--- src/verilog/sifd_pkg.sv ---
// constants and types for the servo input function decoder
// assumes a 125 MHz clock and a 32-bit classic wishbone register port
package sifd_pkg;
    // ----------------------------------------
    // clock and timing
    // ----------------------------------------
    localparam int CLK_MHZ = 125;
    // contact bounce filter time in ns
    localparam int DB_NS = 1000;
    // least time rounds up to whole cycles
    localparam int DB_CYC = (DB_NS * CLK_MHZ + 999) / 1000;
    localparam int DB_W = 8;
    localparam logic [DB_W-1:0] DB_CYC_C = DB_CYC[DB_W-1:0];

    // ----------------------------------------
    // physical pins
    // ----------------------------------------
    localparam int N_PINS = 8;

    // ----------------------------------------
    // function selection codes
    // ----------------------------------------
    localparam logic [7:0] FN_REV_TORQUE = 8'h09;
    localparam logic [7:0] FN_FWD_TORQUE = 8'h0A;
    localparam logic [7:0] FN_ORIGIN_SET = 8'h0B;
    localparam logic [7:0] FN_HOMING = 8'h0C;
    localparam logic [7:0] FN_GEAR_LO = 8'h0D;
    localparam logic [7:0] FN_GEAR_HI = 8'h0E;
    localparam logic [7:0] FN_DROOP_CLR = 8'h0F;
    localparam logic [7:0] FN_GAIN_SW = 8'h10;
    localparam logic [7:0] FN_MODE_SEL = 8'h11;

    // ----------------------------------------
    // register byte offsets
    // ----------------------------------------
    localparam logic [7:0] PIN_ASSIGN_LO_OFS = 8'h00;
    localparam logic [7:0] PIN_ASSIGN_HI_OFS = 8'h04;
    localparam logic [7:0] CTRL_OFS = 8'h08;
    localparam logic [7:0] STATUS_OFS = 8'h0C;
    localparam logic [7:0] NUM_ONE_OFS = 8'h10;
    localparam logic [7:0] NUM_TWO_OFS = 8'h14;
    localparam logic [7:0] NUM_THREE_OFS = 8'h18;
    localparam logic [7:0] NUM_FOUR_OFS = 8'h1C;

    // ----------------------------------------
    // control register fields and reset values
    // ----------------------------------------
    localparam int CTRL_MODE_LSB = 0;
    localparam int CTRL_ABS_BIT = 2;
    localparam int CTRL_CLR_LVL_BIT = 3;
    localparam logic [7:0] PIN_FN_RST = 8'h00;
    localparam logic [3:0] CTRL_RST = 4'h0;
    localparam logic [31:0] NUM_RST = 32'h0000_0001;

    // ----------------------------------------
    // status register fields
    // ----------------------------------------
    localparam int ST_FWD_BIT = 0;
    localparam int ST_REV_BIT = 1;
    localparam int ST_GEAR_LSB = 2;
    localparam int ST_CLR_BIT = 4;
    localparam int ST_GAIN_BIT = 5;
    localparam int ST_ACT_LSB = 6;
    localparam int ST_FN_LSB = 8;
    localparam int ST_PIN_LSB = 24;

    // drive operating modes
    typedef enum logic [1:0] {
        SIFD_PULSE_TRAIN_POS = 2'b00,
        SIFD_INT_REG_POS = 2'b01,
        SIFD_POS_SPEED = 2'b10,
        SIFD_SPEED_TORQUE = 2'b11
    } sifd_mode_e;

    // loop that is actually running
    typedef enum logic [1:0] {
        SIFD_ACT_POSITION = 2'b00,
        SIFD_ACT_SPEED = 2'b01,
        SIFD_ACT_TORQUE = 2'b10
    } sifd_act_e;
endpackage : sifd_pkg
--- src/verilog/sifd_decoder.sv ---
// servo input function decoder: discrete contact inputs to drive controls
// assumes pins already at clock level, low when closed to signal ground,
// and a classic wishbone master on the register port
//
// Overview of operation
// - closed contact asserts, open contact deasserts
// - equal torque options give no torque
// - forward option alone: forward torque
// - reverse option alone: reverse torque
// - origin-set stores position in register mode
// - homing-start returns motor in register mode
// - gear selects work only once assigned
// - two gear selects form 2-bit index
// - index 00..11 picks numerator one..four
// - gear selects ignored in absolute system
// - clear rising edge clears droop pulses
// - level clear mode clears while asserted
// - assigned gain switch applies gain multipliers
// - position/speed mode: select picks speed
// - speed/torque mode: select picks torque
//
// Added by the designer: the register addresses and register access over Wishbone.
`timescale 1ns/100ps
module sifd_decoder #(
    parameter int NUM_W = 32
) (
    input wire logic clk, // 125 MHz drive clock
    input wire logic reset, // synchronous, active high
    input wire logic [sifd_pkg::N_PINS-1:0] in_pin_n, // contacts, low=closed
    input wire logic wb_cyc_i, // wishbone cycle
    input wire logic wb_stb_i, // wishbone strobe
    input wire logic wb_we_i, // wishbone write
    input wire logic [7:0] wb_adr_i, // byte address
    input wire logic [3:0] wb_sel_i, // byte enables
    input wire logic [31:0] wb_dat_i, // write data
    output logic [31:0] wb_dat_o, // read data
    output logic wb_ack_o, // transfer done
    output logic fwd_torque_en, // forward torque, reverse regen
    output logic rev_torque_en, // reverse torque, forward regen
    output logic origin_set_pulse, // load current position as origin
    output logic homing_start_pulse, // start move back to origin
    output logic [1:0] gear_index, // selected numerator index
    output logic [NUM_W-1:0] gear_numerator, // selected numerator
    output logic droop_clear, // clear deviation counter
    output logic gain_mult_sel, // apply gain multipliers
    output logic [1:0] ctrl_mode_active // running loop
);
    // ----------------------------------------
    // input conditioning
    // ----------------------------------------
    logic [sifd_pkg::N_PINS-1:0] pin_on;
    genvar gp;
    generate
        for (gp = 0; gp < sifd_pkg::N_PINS; gp++) begin : g_pin
            logic meta_r, sync_r, stable_r, stable_nxt;
            logic [sifd_pkg::DB_W-1:0] cnt_r, cnt_nxt;
            // debounce filter
            // level must hold a full filter time before it is believed
            always_comb begin
                cnt_nxt = '0;
                stable_nxt = stable_r;
                if (sync_r != stable_r) begin
                    if (cnt_r >= sifd_pkg::DB_CYC_C - 8'h01) begin
                        stable_nxt = sync_r;
                    end else begin
                        cnt_nxt = cnt_r + 8'h01;
                    end
                end
            end
            always_ff @(posedge clk) begin
                if (reset) begin
                    meta_r <= 1'b1;
                    sync_r <= 1'b1;
                    stable_r <= 1'b1;
                    cnt_r <= '0;
                end else begin
                    meta_r <= in_pin_n[gp];
                    sync_r <= meta_r;
                    stable_r <= stable_nxt;
                    cnt_r <= cnt_nxt;
                end
            end
            assign pin_on[gp] = ~stable_r;
        end
    endgenerate

    // ----------------------------------------
    // registers
    // ----------------------------------------
    logic [sifd_pkg::N_PINS-1:0][7:0] pin_fn_r, pin_fn_nxt;
    logic [3:0] ctrl_r, ctrl_nxt;
    logic [3:0][NUM_W-1:0] num_r, num_nxt;
    logic [31:0] rdat_r, rdat_nxt;
    logic ack_r, ack_nxt;
    logic [31:0] status;
    logic req;
    assign req = wb_cyc_i & wb_stb_i & ~ack_r;
    // merge a write word into an old word by byte enables
    function automatic logic [31:0] merge_be(input logic [31:0] old_w,
                                             input logic [31:0] new_w,
                                             input logic [3:0] sel);
        logic [31:0] res;
        res = old_w;
        for (int b = 0; b < 4; b++) begin
            if (sel[b]) begin
                res[8*b +: 8] = new_w[8*b +: 8];
            end
        end
        return res;
    endfunction : merge_be
    // bus writes and read mux; answer one cycle after the request
    // unmapped addresses ack, read zero, and ignore writes
    always_comb begin
        logic [31:0] w;
        w = '0;
        pin_fn_nxt = pin_fn_r;
        ctrl_nxt = ctrl_r;
        num_nxt = num_r;
        rdat_nxt = rdat_r;
        ack_nxt = req;
        if (req) begin
            rdat_nxt = '0;
            case (wb_adr_i)
                sifd_pkg::PIN_ASSIGN_LO_OFS: begin
                    rdat_nxt = pin_fn_r[3:0];
                    w = merge_be(pin_fn_r[3:0], wb_dat_i, wb_sel_i);
                    if (wb_we_i) begin
                        pin_fn_nxt[3:0] = w;
                    end
                end
                sifd_pkg::PIN_ASSIGN_HI_OFS: begin
                    rdat_nxt = pin_fn_r[7:4];
                    w = merge_be(pin_fn_r[7:4], wb_dat_i, wb_sel_i);
                    if (wb_we_i) begin
                        pin_fn_nxt[7:4] = w;
                    end
                end
                sifd_pkg::CTRL_OFS: begin
                    rdat_nxt = {28'h0000000, ctrl_r};
                    if (wb_we_i && wb_sel_i[0]) begin
                        ctrl_nxt = wb_dat_i[3:0];
                    end
                end
                sifd_pkg::STATUS_OFS: begin
                    rdat_nxt = status;
                end
                sifd_pkg::NUM_ONE_OFS,
                sifd_pkg::NUM_TWO_OFS,
                sifd_pkg::NUM_THREE_OFS,
                sifd_pkg::NUM_FOUR_OFS: begin
                    rdat_nxt = 32'(num_r[wb_adr_i[3:2]]);
                    w = merge_be(32'(num_r[wb_adr_i[3:2]]), wb_dat_i,
                                 wb_sel_i);
                    if (wb_we_i) begin
                        num_nxt[wb_adr_i[3:2]] = w[NUM_W-1:0];
                    end
                end
                default: begin
                    rdat_nxt = '0;
                end
            endcase
        end
    end
    // register file storage
    always_ff @(posedge clk) begin
        if (reset) begin
            pin_fn_r <= {sifd_pkg::N_PINS{sifd_pkg::PIN_FN_RST}};
            ctrl_r <= sifd_pkg::CTRL_RST;
            num_r <= {4{sifd_pkg::NUM_RST[NUM_W-1:0]}};
            rdat_r <= '0;
            ack_r <= 1'b0;
        end else begin
            pin_fn_r <= pin_fn_nxt;
            ctrl_r <= ctrl_nxt;
            num_r <= num_nxt;
            rdat_r <= rdat_nxt;
            ack_r <= ack_nxt;
        end
    end
    assign wb_dat_o = rdat_r;
    assign wb_ack_o = ack_r;
    // ----------------------------------------
    // function routing
    // ----------------------------------------
    // pin carries a function when its code matches
    // a function that no pin carries stays deasserted
    function automatic logic fn_hit(
        input logic [7:0] code,
        input logic [sifd_pkg::N_PINS-1:0][7:0] fns,
        input logic [sifd_pkg::N_PINS-1:0] on);
        logic hit;
        hit = 1'b0;
        for (int p = 0; p < sifd_pkg::N_PINS; p++) begin
            if (fns[p] == code && on[p]) begin
                hit = 1'b1;
            end
        end
        return hit;
    endfunction : fn_hit

    logic fwd_torque_option, rev_torque_option, origin_set_input;
    logic homing_start_input, gear_select_lo, gear_select_hi;
    logic droop_clear_input, gain_switch_input, mode_select_input;
    always_comb begin
        fwd_torque_option = fn_hit(sifd_pkg::FN_FWD_TORQUE, pin_fn_r, pin_on);
        rev_torque_option = fn_hit(sifd_pkg::FN_REV_TORQUE, pin_fn_r, pin_on);
        origin_set_input = fn_hit(sifd_pkg::FN_ORIGIN_SET, pin_fn_r, pin_on);
        homing_start_input = fn_hit(sifd_pkg::FN_HOMING, pin_fn_r, pin_on);
        gear_select_lo = fn_hit(sifd_pkg::FN_GEAR_LO, pin_fn_r, pin_on);
        gear_select_hi = fn_hit(sifd_pkg::FN_GEAR_HI, pin_fn_r, pin_on);
        droop_clear_input = fn_hit(sifd_pkg::FN_DROOP_CLR, pin_fn_r, pin_on);
        gain_switch_input = fn_hit(sifd_pkg::FN_GAIN_SW, pin_fn_r, pin_on);
        mode_select_input = fn_hit(sifd_pkg::FN_MODE_SEL, pin_fn_r, pin_on);
    end

    // ----------------------------------------
    // decode of drive controls
    // ----------------------------------------
    sifd_pkg::sifd_mode_e mode;
    logic abs_system, clear_level_mode;
    logic org_prev_r, org_prev_nxt, hom_prev_r, hom_prev_nxt;
    logic clr_prev_r, clr_prev_nxt, fwd_r, fwd_nxt, rev_r, rev_nxt;
    logic org_r, org_nxt, hom_r, hom_nxt, clr_r, clr_nxt, gain_r, gain_nxt;
    logic [1:0] gidx_r, gidx_nxt, act_r, act_nxt;
    logic [NUM_W-1:0] gnum_r, gnum_nxt;
    assign mode = sifd_pkg::sifd_mode_e'(ctrl_r[sifd_pkg::CTRL_MODE_LSB +: 2]);
    assign abs_system = ctrl_r[sifd_pkg::CTRL_ABS_BIT];
    assign clear_level_mode = ctrl_r[sifd_pkg::CTRL_CLR_LVL_BIT];
    // next values of every control output
    always_comb begin
        org_prev_nxt = origin_set_input;
        hom_prev_nxt = homing_start_input;
        clr_prev_nxt = droop_clear_input;
        // both equal: no torque at all
        fwd_nxt = fwd_torque_option & ~rev_torque_option;
        rev_nxt = rev_torque_option & ~fwd_torque_option;
        org_nxt = (mode == sifd_pkg::SIFD_INT_REG_POS) &
                  origin_set_input & ~org_prev_r;
        hom_nxt = (mode == sifd_pkg::SIFD_INT_REG_POS) &
                  homing_start_input & ~hom_prev_r;
        gidx_nxt = {gear_select_hi, gear_select_lo};
        if (abs_system) begin
            gidx_nxt = 2'h0;
        end
        // index picks numerator
        // picked from the next index so index and value move together
        gnum_nxt = num_r[gidx_nxt];
        clr_nxt = droop_clear_input & ~clr_prev_r;
        if (clear_level_mode) begin
            clr_nxt = droop_clear_input;
        end
        gain_nxt = gain_switch_input;
        case (mode)
            sifd_pkg::SIFD_POS_SPEED: begin
                act_nxt = mode_select_input ? sifd_pkg::SIFD_ACT_SPEED
                                            : sifd_pkg::SIFD_ACT_POSITION;
            end
            sifd_pkg::SIFD_SPEED_TORQUE: begin
                act_nxt = mode_select_input ? sifd_pkg::SIFD_ACT_TORQUE
                                            : sifd_pkg::SIFD_ACT_SPEED;
            end
            default: begin
                act_nxt = sifd_pkg::SIFD_ACT_POSITION;
            end
        endcase
    end
    // control output registers
    // edge history resets deasserted, so a contact held closed
    // through reset gives an edge on the first filtered cycle
    always_ff @(posedge clk) begin
        if (reset) begin
            org_prev_r <= 1'b0;
            hom_prev_r <= 1'b0;
            clr_prev_r <= 1'b0;
            fwd_r <= 1'b0;
            rev_r <= 1'b0;
            org_r <= 1'b0;
            hom_r <= 1'b0;
            gidx_r <= 2'h0;
            gnum_r <= sifd_pkg::NUM_RST[NUM_W-1:0];
            clr_r <= 1'b0;
            gain_r <= 1'b0;
            act_r <= sifd_pkg::SIFD_ACT_POSITION;
        end else begin
            org_prev_r <= org_prev_nxt;
            hom_prev_r <= hom_prev_nxt;
            clr_prev_r <= clr_prev_nxt;
            fwd_r <= fwd_nxt;
            rev_r <= rev_nxt;
            org_r <= org_nxt;
            hom_r <= hom_nxt;
            gidx_r <= gidx_nxt;
            gnum_r <= gnum_nxt;
            clr_r <= clr_nxt;
            gain_r <= gain_nxt;
            act_r <= act_nxt;
        end
    end
    // status word for software
    always_comb begin
        status = '0;
        status[sifd_pkg::ST_FWD_BIT] = fwd_r;
        status[sifd_pkg::ST_REV_BIT] = rev_r;
        status[sifd_pkg::ST_GEAR_LSB +: 2] = gidx_r;
        status[sifd_pkg::ST_CLR_BIT] = clr_r;
        status[sifd_pkg::ST_GAIN_BIT] = gain_r;
        status[sifd_pkg::ST_ACT_LSB +: 2] = act_r;
        status[sifd_pkg::ST_FN_LSB +: 9] = {mode_select_input,
            gain_switch_input, droop_clear_input, gear_select_hi,
            gear_select_lo, homing_start_input, origin_set_input,
            rev_torque_option, fwd_torque_option};
        status[sifd_pkg::ST_PIN_LSB +: sifd_pkg::N_PINS] = pin_on;
    end
    // outputs straight from flops
    assign fwd_torque_en = fwd_r;
    assign rev_torque_en = rev_r;
    assign origin_set_pulse = org_r;
    assign homing_start_pulse = hom_r;
    assign gear_index = gidx_r;
    assign gear_numerator = gnum_r;
    assign droop_clear = clr_r;
    assign gain_mult_sel = gain_r;
    assign ctrl_mode_active = act_r;
endmodule : sifd_decoder

--- config.mk ---
export PLATFORM = sky130hd
export DESIGN_NAME = sifd_decoder
export DESIGN_NICKNAME = d
export VERILOG_FILES = /design/src/verilog/sifd_pkg.sv /design/src/verilog/sifd_decoder.sv
export SDC_FILE = /design/constraint.sdc
export NUM_CORES = 1
export LEC_CHECK = 0
export ABC_AREA = 1
export BUFFER_PORTS_ARGS = -buffer_cell sky130_fd_sc_hd__buf_2
export CORE_MARGIN = 5
export CORE_UTILIZATION = 50
export CTS_BUF_LIST = sky130_fd_sc_hd__clkbuf_8
export CTS_CLUSTER_DIAMETER = 120
export CTS_CLUSTER_SIZE = 14
export DETAILED_ROUTE_END_ITERATION = 6
export HOLD_SLACK_MARGIN = 0.1
export PLACE_DENSITY = 0.66
export SLEW_MARGIN = 10
export SYNTH_ARGS = -nofsm -noshare
export SYNTH_HDL_FRONTEND = slang
export SYNTH_SLANG_ARGS = --single-unit
--- constraint.sdc ---
create_clock -name clk -period 2.71 [get_ports clk]
set_clock_uncertainty 0.15 [all_clocks]
set_input_delay 0.542 -clock clk [delete_from_list [all_inputs] [get_ports clk]]
set_output_delay 0.542 -clock clk [all_outputs]
set_load 0.02 [all_outputs]
Word-level counts from Yosys, hierarchy flattened. Cells that the tools add are included.

Flip-flop bits (word level): 362. Memory bits (read-only): 0. Bits in writable memories: 0. Word-level logic and storage cells: 398. Bits in latches: 0. Memories: 0.

Reductions and logical operators: 102. $lt $le $gt $ge: 11. Bitwise logic cells: 31. Divide/modulo/power cells: 0. Add/subtract/negate cells: 8. Muxes and demuxes: 97. Shifts and indexed selects: 0. Eq/ne operators: 90. $mul: 0.

Operators by type and width (count): $eq A8 B4 Y1 const B (58); $eq A8 B5 Y1 const B (20); $pmux W32 S5 (1); $bmux W32 S2 (2); $bwmux W128 (1); $mux W32 (3); $mux W8 (12); $logic_and A1 B1 Y1 (74); $mux W1 (74); $add A8 B1 Y8 const B (8); $demux W32 S2 (1); $ge A8 B7 Y1 const B (8); $reduce_and A4 Y1 (8); $reduce_or A3 Y1 (8); $not A1 Y1 (22); $reduce_and A2 Y1 (8); $and A1 B1 Y1 (9); $eq A8 B3 Y1 const B (1); $logic_not A8 Y1 (1); $ne A1 B1 Y1 (8); $lt A2 B3 Y1 const B (2); $reduce_and A3 Y1 (2); $eq A2 B2 Y1 const B (2); $mux W2 (2); other kinds (4) (4).

Depth between registers and ports, before layout.
Depth after elaboration: 13. Depth in mapped cells: 13.

Least setup slack after synthesis. OpenSTA, ideal clock, no wires.

Kind: input-to-reg. Start: in wb_adr_i[5]. End: reg pin_fn_r[29] (netlist name). Arrival time: 1.744 ns. Path slack: 0.696 ns. Stages: 11. Path through: nor2_1 nand2_1 nor2_2 nand2_1 nor2_4 inv_2 nor2_4 nand2_2 buf_2 o21ai_1 a21oi_1.

Longest elaborated chain between the ends: 2.

Ends and longest elaborated chain: start, declared (RTL line sifd_decoder.sv:33) `input wire logic [7:0] wb_adr_i,`; $logic_not A8 Y1 (RTL line sifd_decoder.sv:123) `case (wb_adr_i)`; $reduce_and A4 Y1 (no source line); end signal, assigned (RTL line sifd_decoder.sv:167) `pin_fn_r <= {sifd_pkg::N_PINS{sifd_pkg::PIN_FN_RST}};`; end signal, assigned (RTL line sifd_decoder.sv:173) `pin_fn_r <= pin_fn_nxt;`; end, declared (RTL line sifd_decoder.sv:90) `logic [sifd_pkg::N_PINS-1:0][7:0] pin_fn_r, pin_fn_nxt;`.

Every way passes these cells. A chain may end at the register's enable or synchronous reset.

Worst setup path after layout.
Start: reg pin_fn_r[52] (netlist name). End: reg gnum_r[16] (netlist: gear_numerator[16]).

Longest elaborated chain between the ends: 7. Elaborated cells between the ends (all ways): 11.

Ends and longest elaborated chain: $eq A8 B4 Y1 (RTL line sifd_decoder.sv:194) `if (fns[p] == code && on[p]) begin`; $logic_and A1 B1 Y1 (RTL line sifd_decoder.sv:194); $mux W1 (2 in a row) (RTL line sifd_decoder.sv:194); $mux W2 (*) (RTL line sifd_decoder.sv:242) `if (abs_system) begin`; $bmux W32 S2 (*) (RTL line sifd_decoder.sv:247) `gnum_nxt = num_r[gidx_nxt];`; $mux W32 (not written as such) (*) (RTL line sifd_decoder.sv:247); end signal, assigned (RTL line sifd_decoder.sv:280) `gnum_r <= sifd_pkg::NUM_RST[NUM_W-1:0];`; end signal, assigned (RTL line sifd_decoder.sv:293) `gnum_r <= gnum_nxt;`; end, declared (RTL line sifd_decoder.sv:225) `logic [NUM_W-1:0] gnum_r, gnum_nxt;`.

Every way passes the cells marked *; elsewhere a longest branch is shown, timed or not. The select of a mux whose other input is x is not followed.

==> metrics.md <==
| Metric | Value |
|---|---|
| Rows | 67 |
| Max frequency | 0.438 GHz |
| Layout cells sized above 1 | 0.104 |
| Yosys top cell area share | 0.434 |
| FF-to-FF Start | pin_fn_r[52] |
| Worst path arrival time | between 2 and 3 ns |
| IO Port Bufs | 131 |
| Least-Margin Pin Slew | 0.662 ns |
| Ports | between 100 and 150 |
| Initial antenna violation count | 2 |
| Synth cell types | 42 |
| DRT Wirelength | about 53000 um |
| Total number of vias | 16112 |
| Die Span X | about 190 um |
| TritonCTS buffer count | 29 |
| Initial Util | 0.501 |
| Post-synth EDFFs | 0 |
| Final nets | 2553 |
| Ys Warns | 0 |
| Most frequent cells in the layout | 484 x nand2_1, 362 x dfxtp_1, 278 x a21oi_1 |
| Drt wl/cell | about 18 um |
| Final Hold Viols | 0 |
| Worst Path Required | 3.05 ns |
| GR Util All Layers | 0.280 |
| Yosys top cell by area | dfxtp_1 |
| Worst Hold Class | in -> reg |
| Status | finished clean |
| Antenna-violating nets left | 0 |
| Register Area | 7250 um2 |
| Final Hold Slack | 0.153 ns |
| Placed cell count | between 2000 and 3000 |
| Synthesized instance count | ~2400 |
| Setup_tns | 0 ns |
| Slew Viols, Final | 0 |
| CP Max Fanout | 33 |
| Die Ht | between 150 and 200 um |
| Max clock buf depth | 3 |
| Post-synth top flop | dfxtp_1 |
| Reg-to-reg slack, setup | 0.43 ns |
| Register area share after synthesis | 0.434 |
| Multi-input gate area | 7880 um2 |
| Post-synth ARST share | 0 |
| Synth area leaders | dfxtp_1 43%, nand2_1 11%, a21oi_1 8.4% |
| Synthesized cell area | 16700 um2 |
| Buffer count from post-CTS setup fixing | 0 |
| Via density | 5.50 |
| Crit Reg-Reg Endpoint | gear_numerator[16] |
| Worst setup EP type | flop |
| Clk sinks | between 300 and 400 |
| Synth Area per Inst | 7.07 um2 |
| Endpoints failing setup | 0 |
| Root buffer cell | clkbuf_8 |
| GRT overflow | 0 |
| DRC viols | 0 |
| Max IR drop VDD | 0.353 mV |
| Clock-pin transition on the worst setup and hold timing paths | 0.09 ns |
| Core ar. | 33300 um2 |
| DRT iter0 DRCs | 1564 |
| PD cells | 463 nW/um2 |
| Post-route insts no fill | 2928 |
| FILL cells | 3287 |
| Critical path type | reg -> reg |
| Leak Pwr | 0.00780 uW |
| Crit share post-route | 0.843 |
| Post-synthesis register bit count | 362 |
| Pin count of the biggest net entering global routing | 96 |
| CTS tree | done |
| Tmin final | 2.28 ns |
| Max cap viols | 0 |
| Vias in the first global route | 15077 |
| Setup crit start | pin_fn_r[52] |
| Commonest non-fill, non-tap cell in the layout | nand2_1 |
| Worst skew pair latency | about 0.61 ns |
| RSZ-0062 raised after global routing | false |
| Global-route wire length before repair | 82700 um |
| DR pass1 iterations | 7 |
| Area Growth Syn to Fin | 11.4% |
| Die area | between 30000 and 40000 um2 |
| # H-tree levels | 1 |
| Crit start category | flop |
| Worst R2R Path Depth | 11 |
| Worst relative slew slack | 0.559 |
| Critical path endpoint | gear_numerator[16] |
| Post-detailed-placement half-perimeter wirelength | ~38000 um |
| Final Wtd Congestion | 0.925 |
[kinds of logic after synthesis]
kind of cell               Yosys count  share of synthesized area
xor gates and xnor gates            28                     0.0147
buffers and inverters              398                     0.0958
adders and majority gates           16                     0.0120
other                                1                   0.000225
AOI/OAI and AO/OA                  583                      0.185
muxes                               23                     0.0138
and+or+nand+nor                    950                      0.244
DFF                                362                      0.434
[layout make-up]
class | count | share of cell area
diodes | 1 | 0.000135
clock buffers | 30 | 0.0222
inverters | 280 | 0.0566
multi-input cells | 1608 | 0.424
flip-flops and latches | 362 | 0.390
well taps | 448 | 0.0301
repair buffers | 199 | 0.0774
[sequential cells by signal, indices dropped and copies added (netlist names), 4 cells and up]
signal	cells
num_r	128
g_pin.cnt_r	64
pin_fn_r	64
gear_numerator	32
wb_dat_o	32
g_pin.meta_r	8
g_pin.stable_r	8
g_pin.sync_r	8
ctrl_r	4
[per-layer routing]
metal,part of all wire,vias to the layer above,global-route usage,wire length [um]
li1,-,7910,-,-
met1,0.43,7396,0.389,23100
met2,0.45,690,0.446,23900
met3,0.080,116,0.0414,4250
met4,0.037,0,0.0979,1950
met5,0,-,0,0
[worst min path at each step]
| stage | startpoint | end | slack, ns | cells after the start |
|---|---|---|---|---|
| 4_1_cts | wb_dat_i[30] | pin_fn_r[30] | 0.10 | 3 |
| 3_3_place_gp | org_prev_r | origin_set_pulse | 0.24 | 1 |
| 2_1_floorplan | hom_prev_r | homing_start_pulse | 0.22 | 1 |
| 6_report | wb_dat_i[30] | pin_fn_r[30] | 0.15 | 3 |
| 3_5_place_dp | org_prev_r | origin_set_pulse | 0.24 | 1 |
| 5_1_grt | wb_dat_i[22] | pin_fn_r[22] | 0.14 | 3 |
[synth_stat cells, types with 7 or more instances]
cell / number
nand2_1: 484
dfxtp_1: 362
a21oi_1: 279
inv_1: 270
o21ai_0: 214
nor2_1: 193
nand3_1: 175
clkbuf_1: 57
buf_2: 51
nor3_1: 25
mux2i_1: 23
o21ai_1: 23
a22oi_1: 22
or2_2: 18
ha_1: 16
xor2_1: 15
nand4_1: 13
xnor2_1: 13
o2111ai_1: 12
a31oi_1: 11
o221ai_1: 10
nor3b_1: 9
o22ai_1: 9
inv_2: 8
nor2_4: 8
nor2_2: 7
[power by group]
group          switching [uW]  leakage, uW  internal (uW)
logic                     354      0.00466            161
registers                23.3      0.00292           5350
clock network            1730     0.000216            984
total                    2110      0.00780           6490
[stage by stage]
stage	area (um2)	worst slack (ns)	utilization	power (uW)
CTS	18600	0.459	0.559	8680
global route	18600	0.260	0.559	8900
floorplan	16700	0.696	-	5750
finish	18600	0.427	0.559	8600
global placement	18000	0.0213	0.539	5970
detailed placement	18000	0.0916	0.539	5980
[timing repair]
item,CTS,global route
endpoints found under the hold margin,25,0
hold buffers,23,0
resized for setup,0,0
[critical path: stages, from the launching register on]
cell      delay (ns)
dfxtp_1         0.39
nor2_1          0.06
nand2_1         0.13
inv_1           0.12
nand3b_1        0.11
nand2_1         0.07
nor2_1          0.30
nand2_1         0.12
nand2_1         0.12
buf_12          0.22
nand3_1         0.10
a21oi_1         0.28
Power figures use the tool's default switching activity.
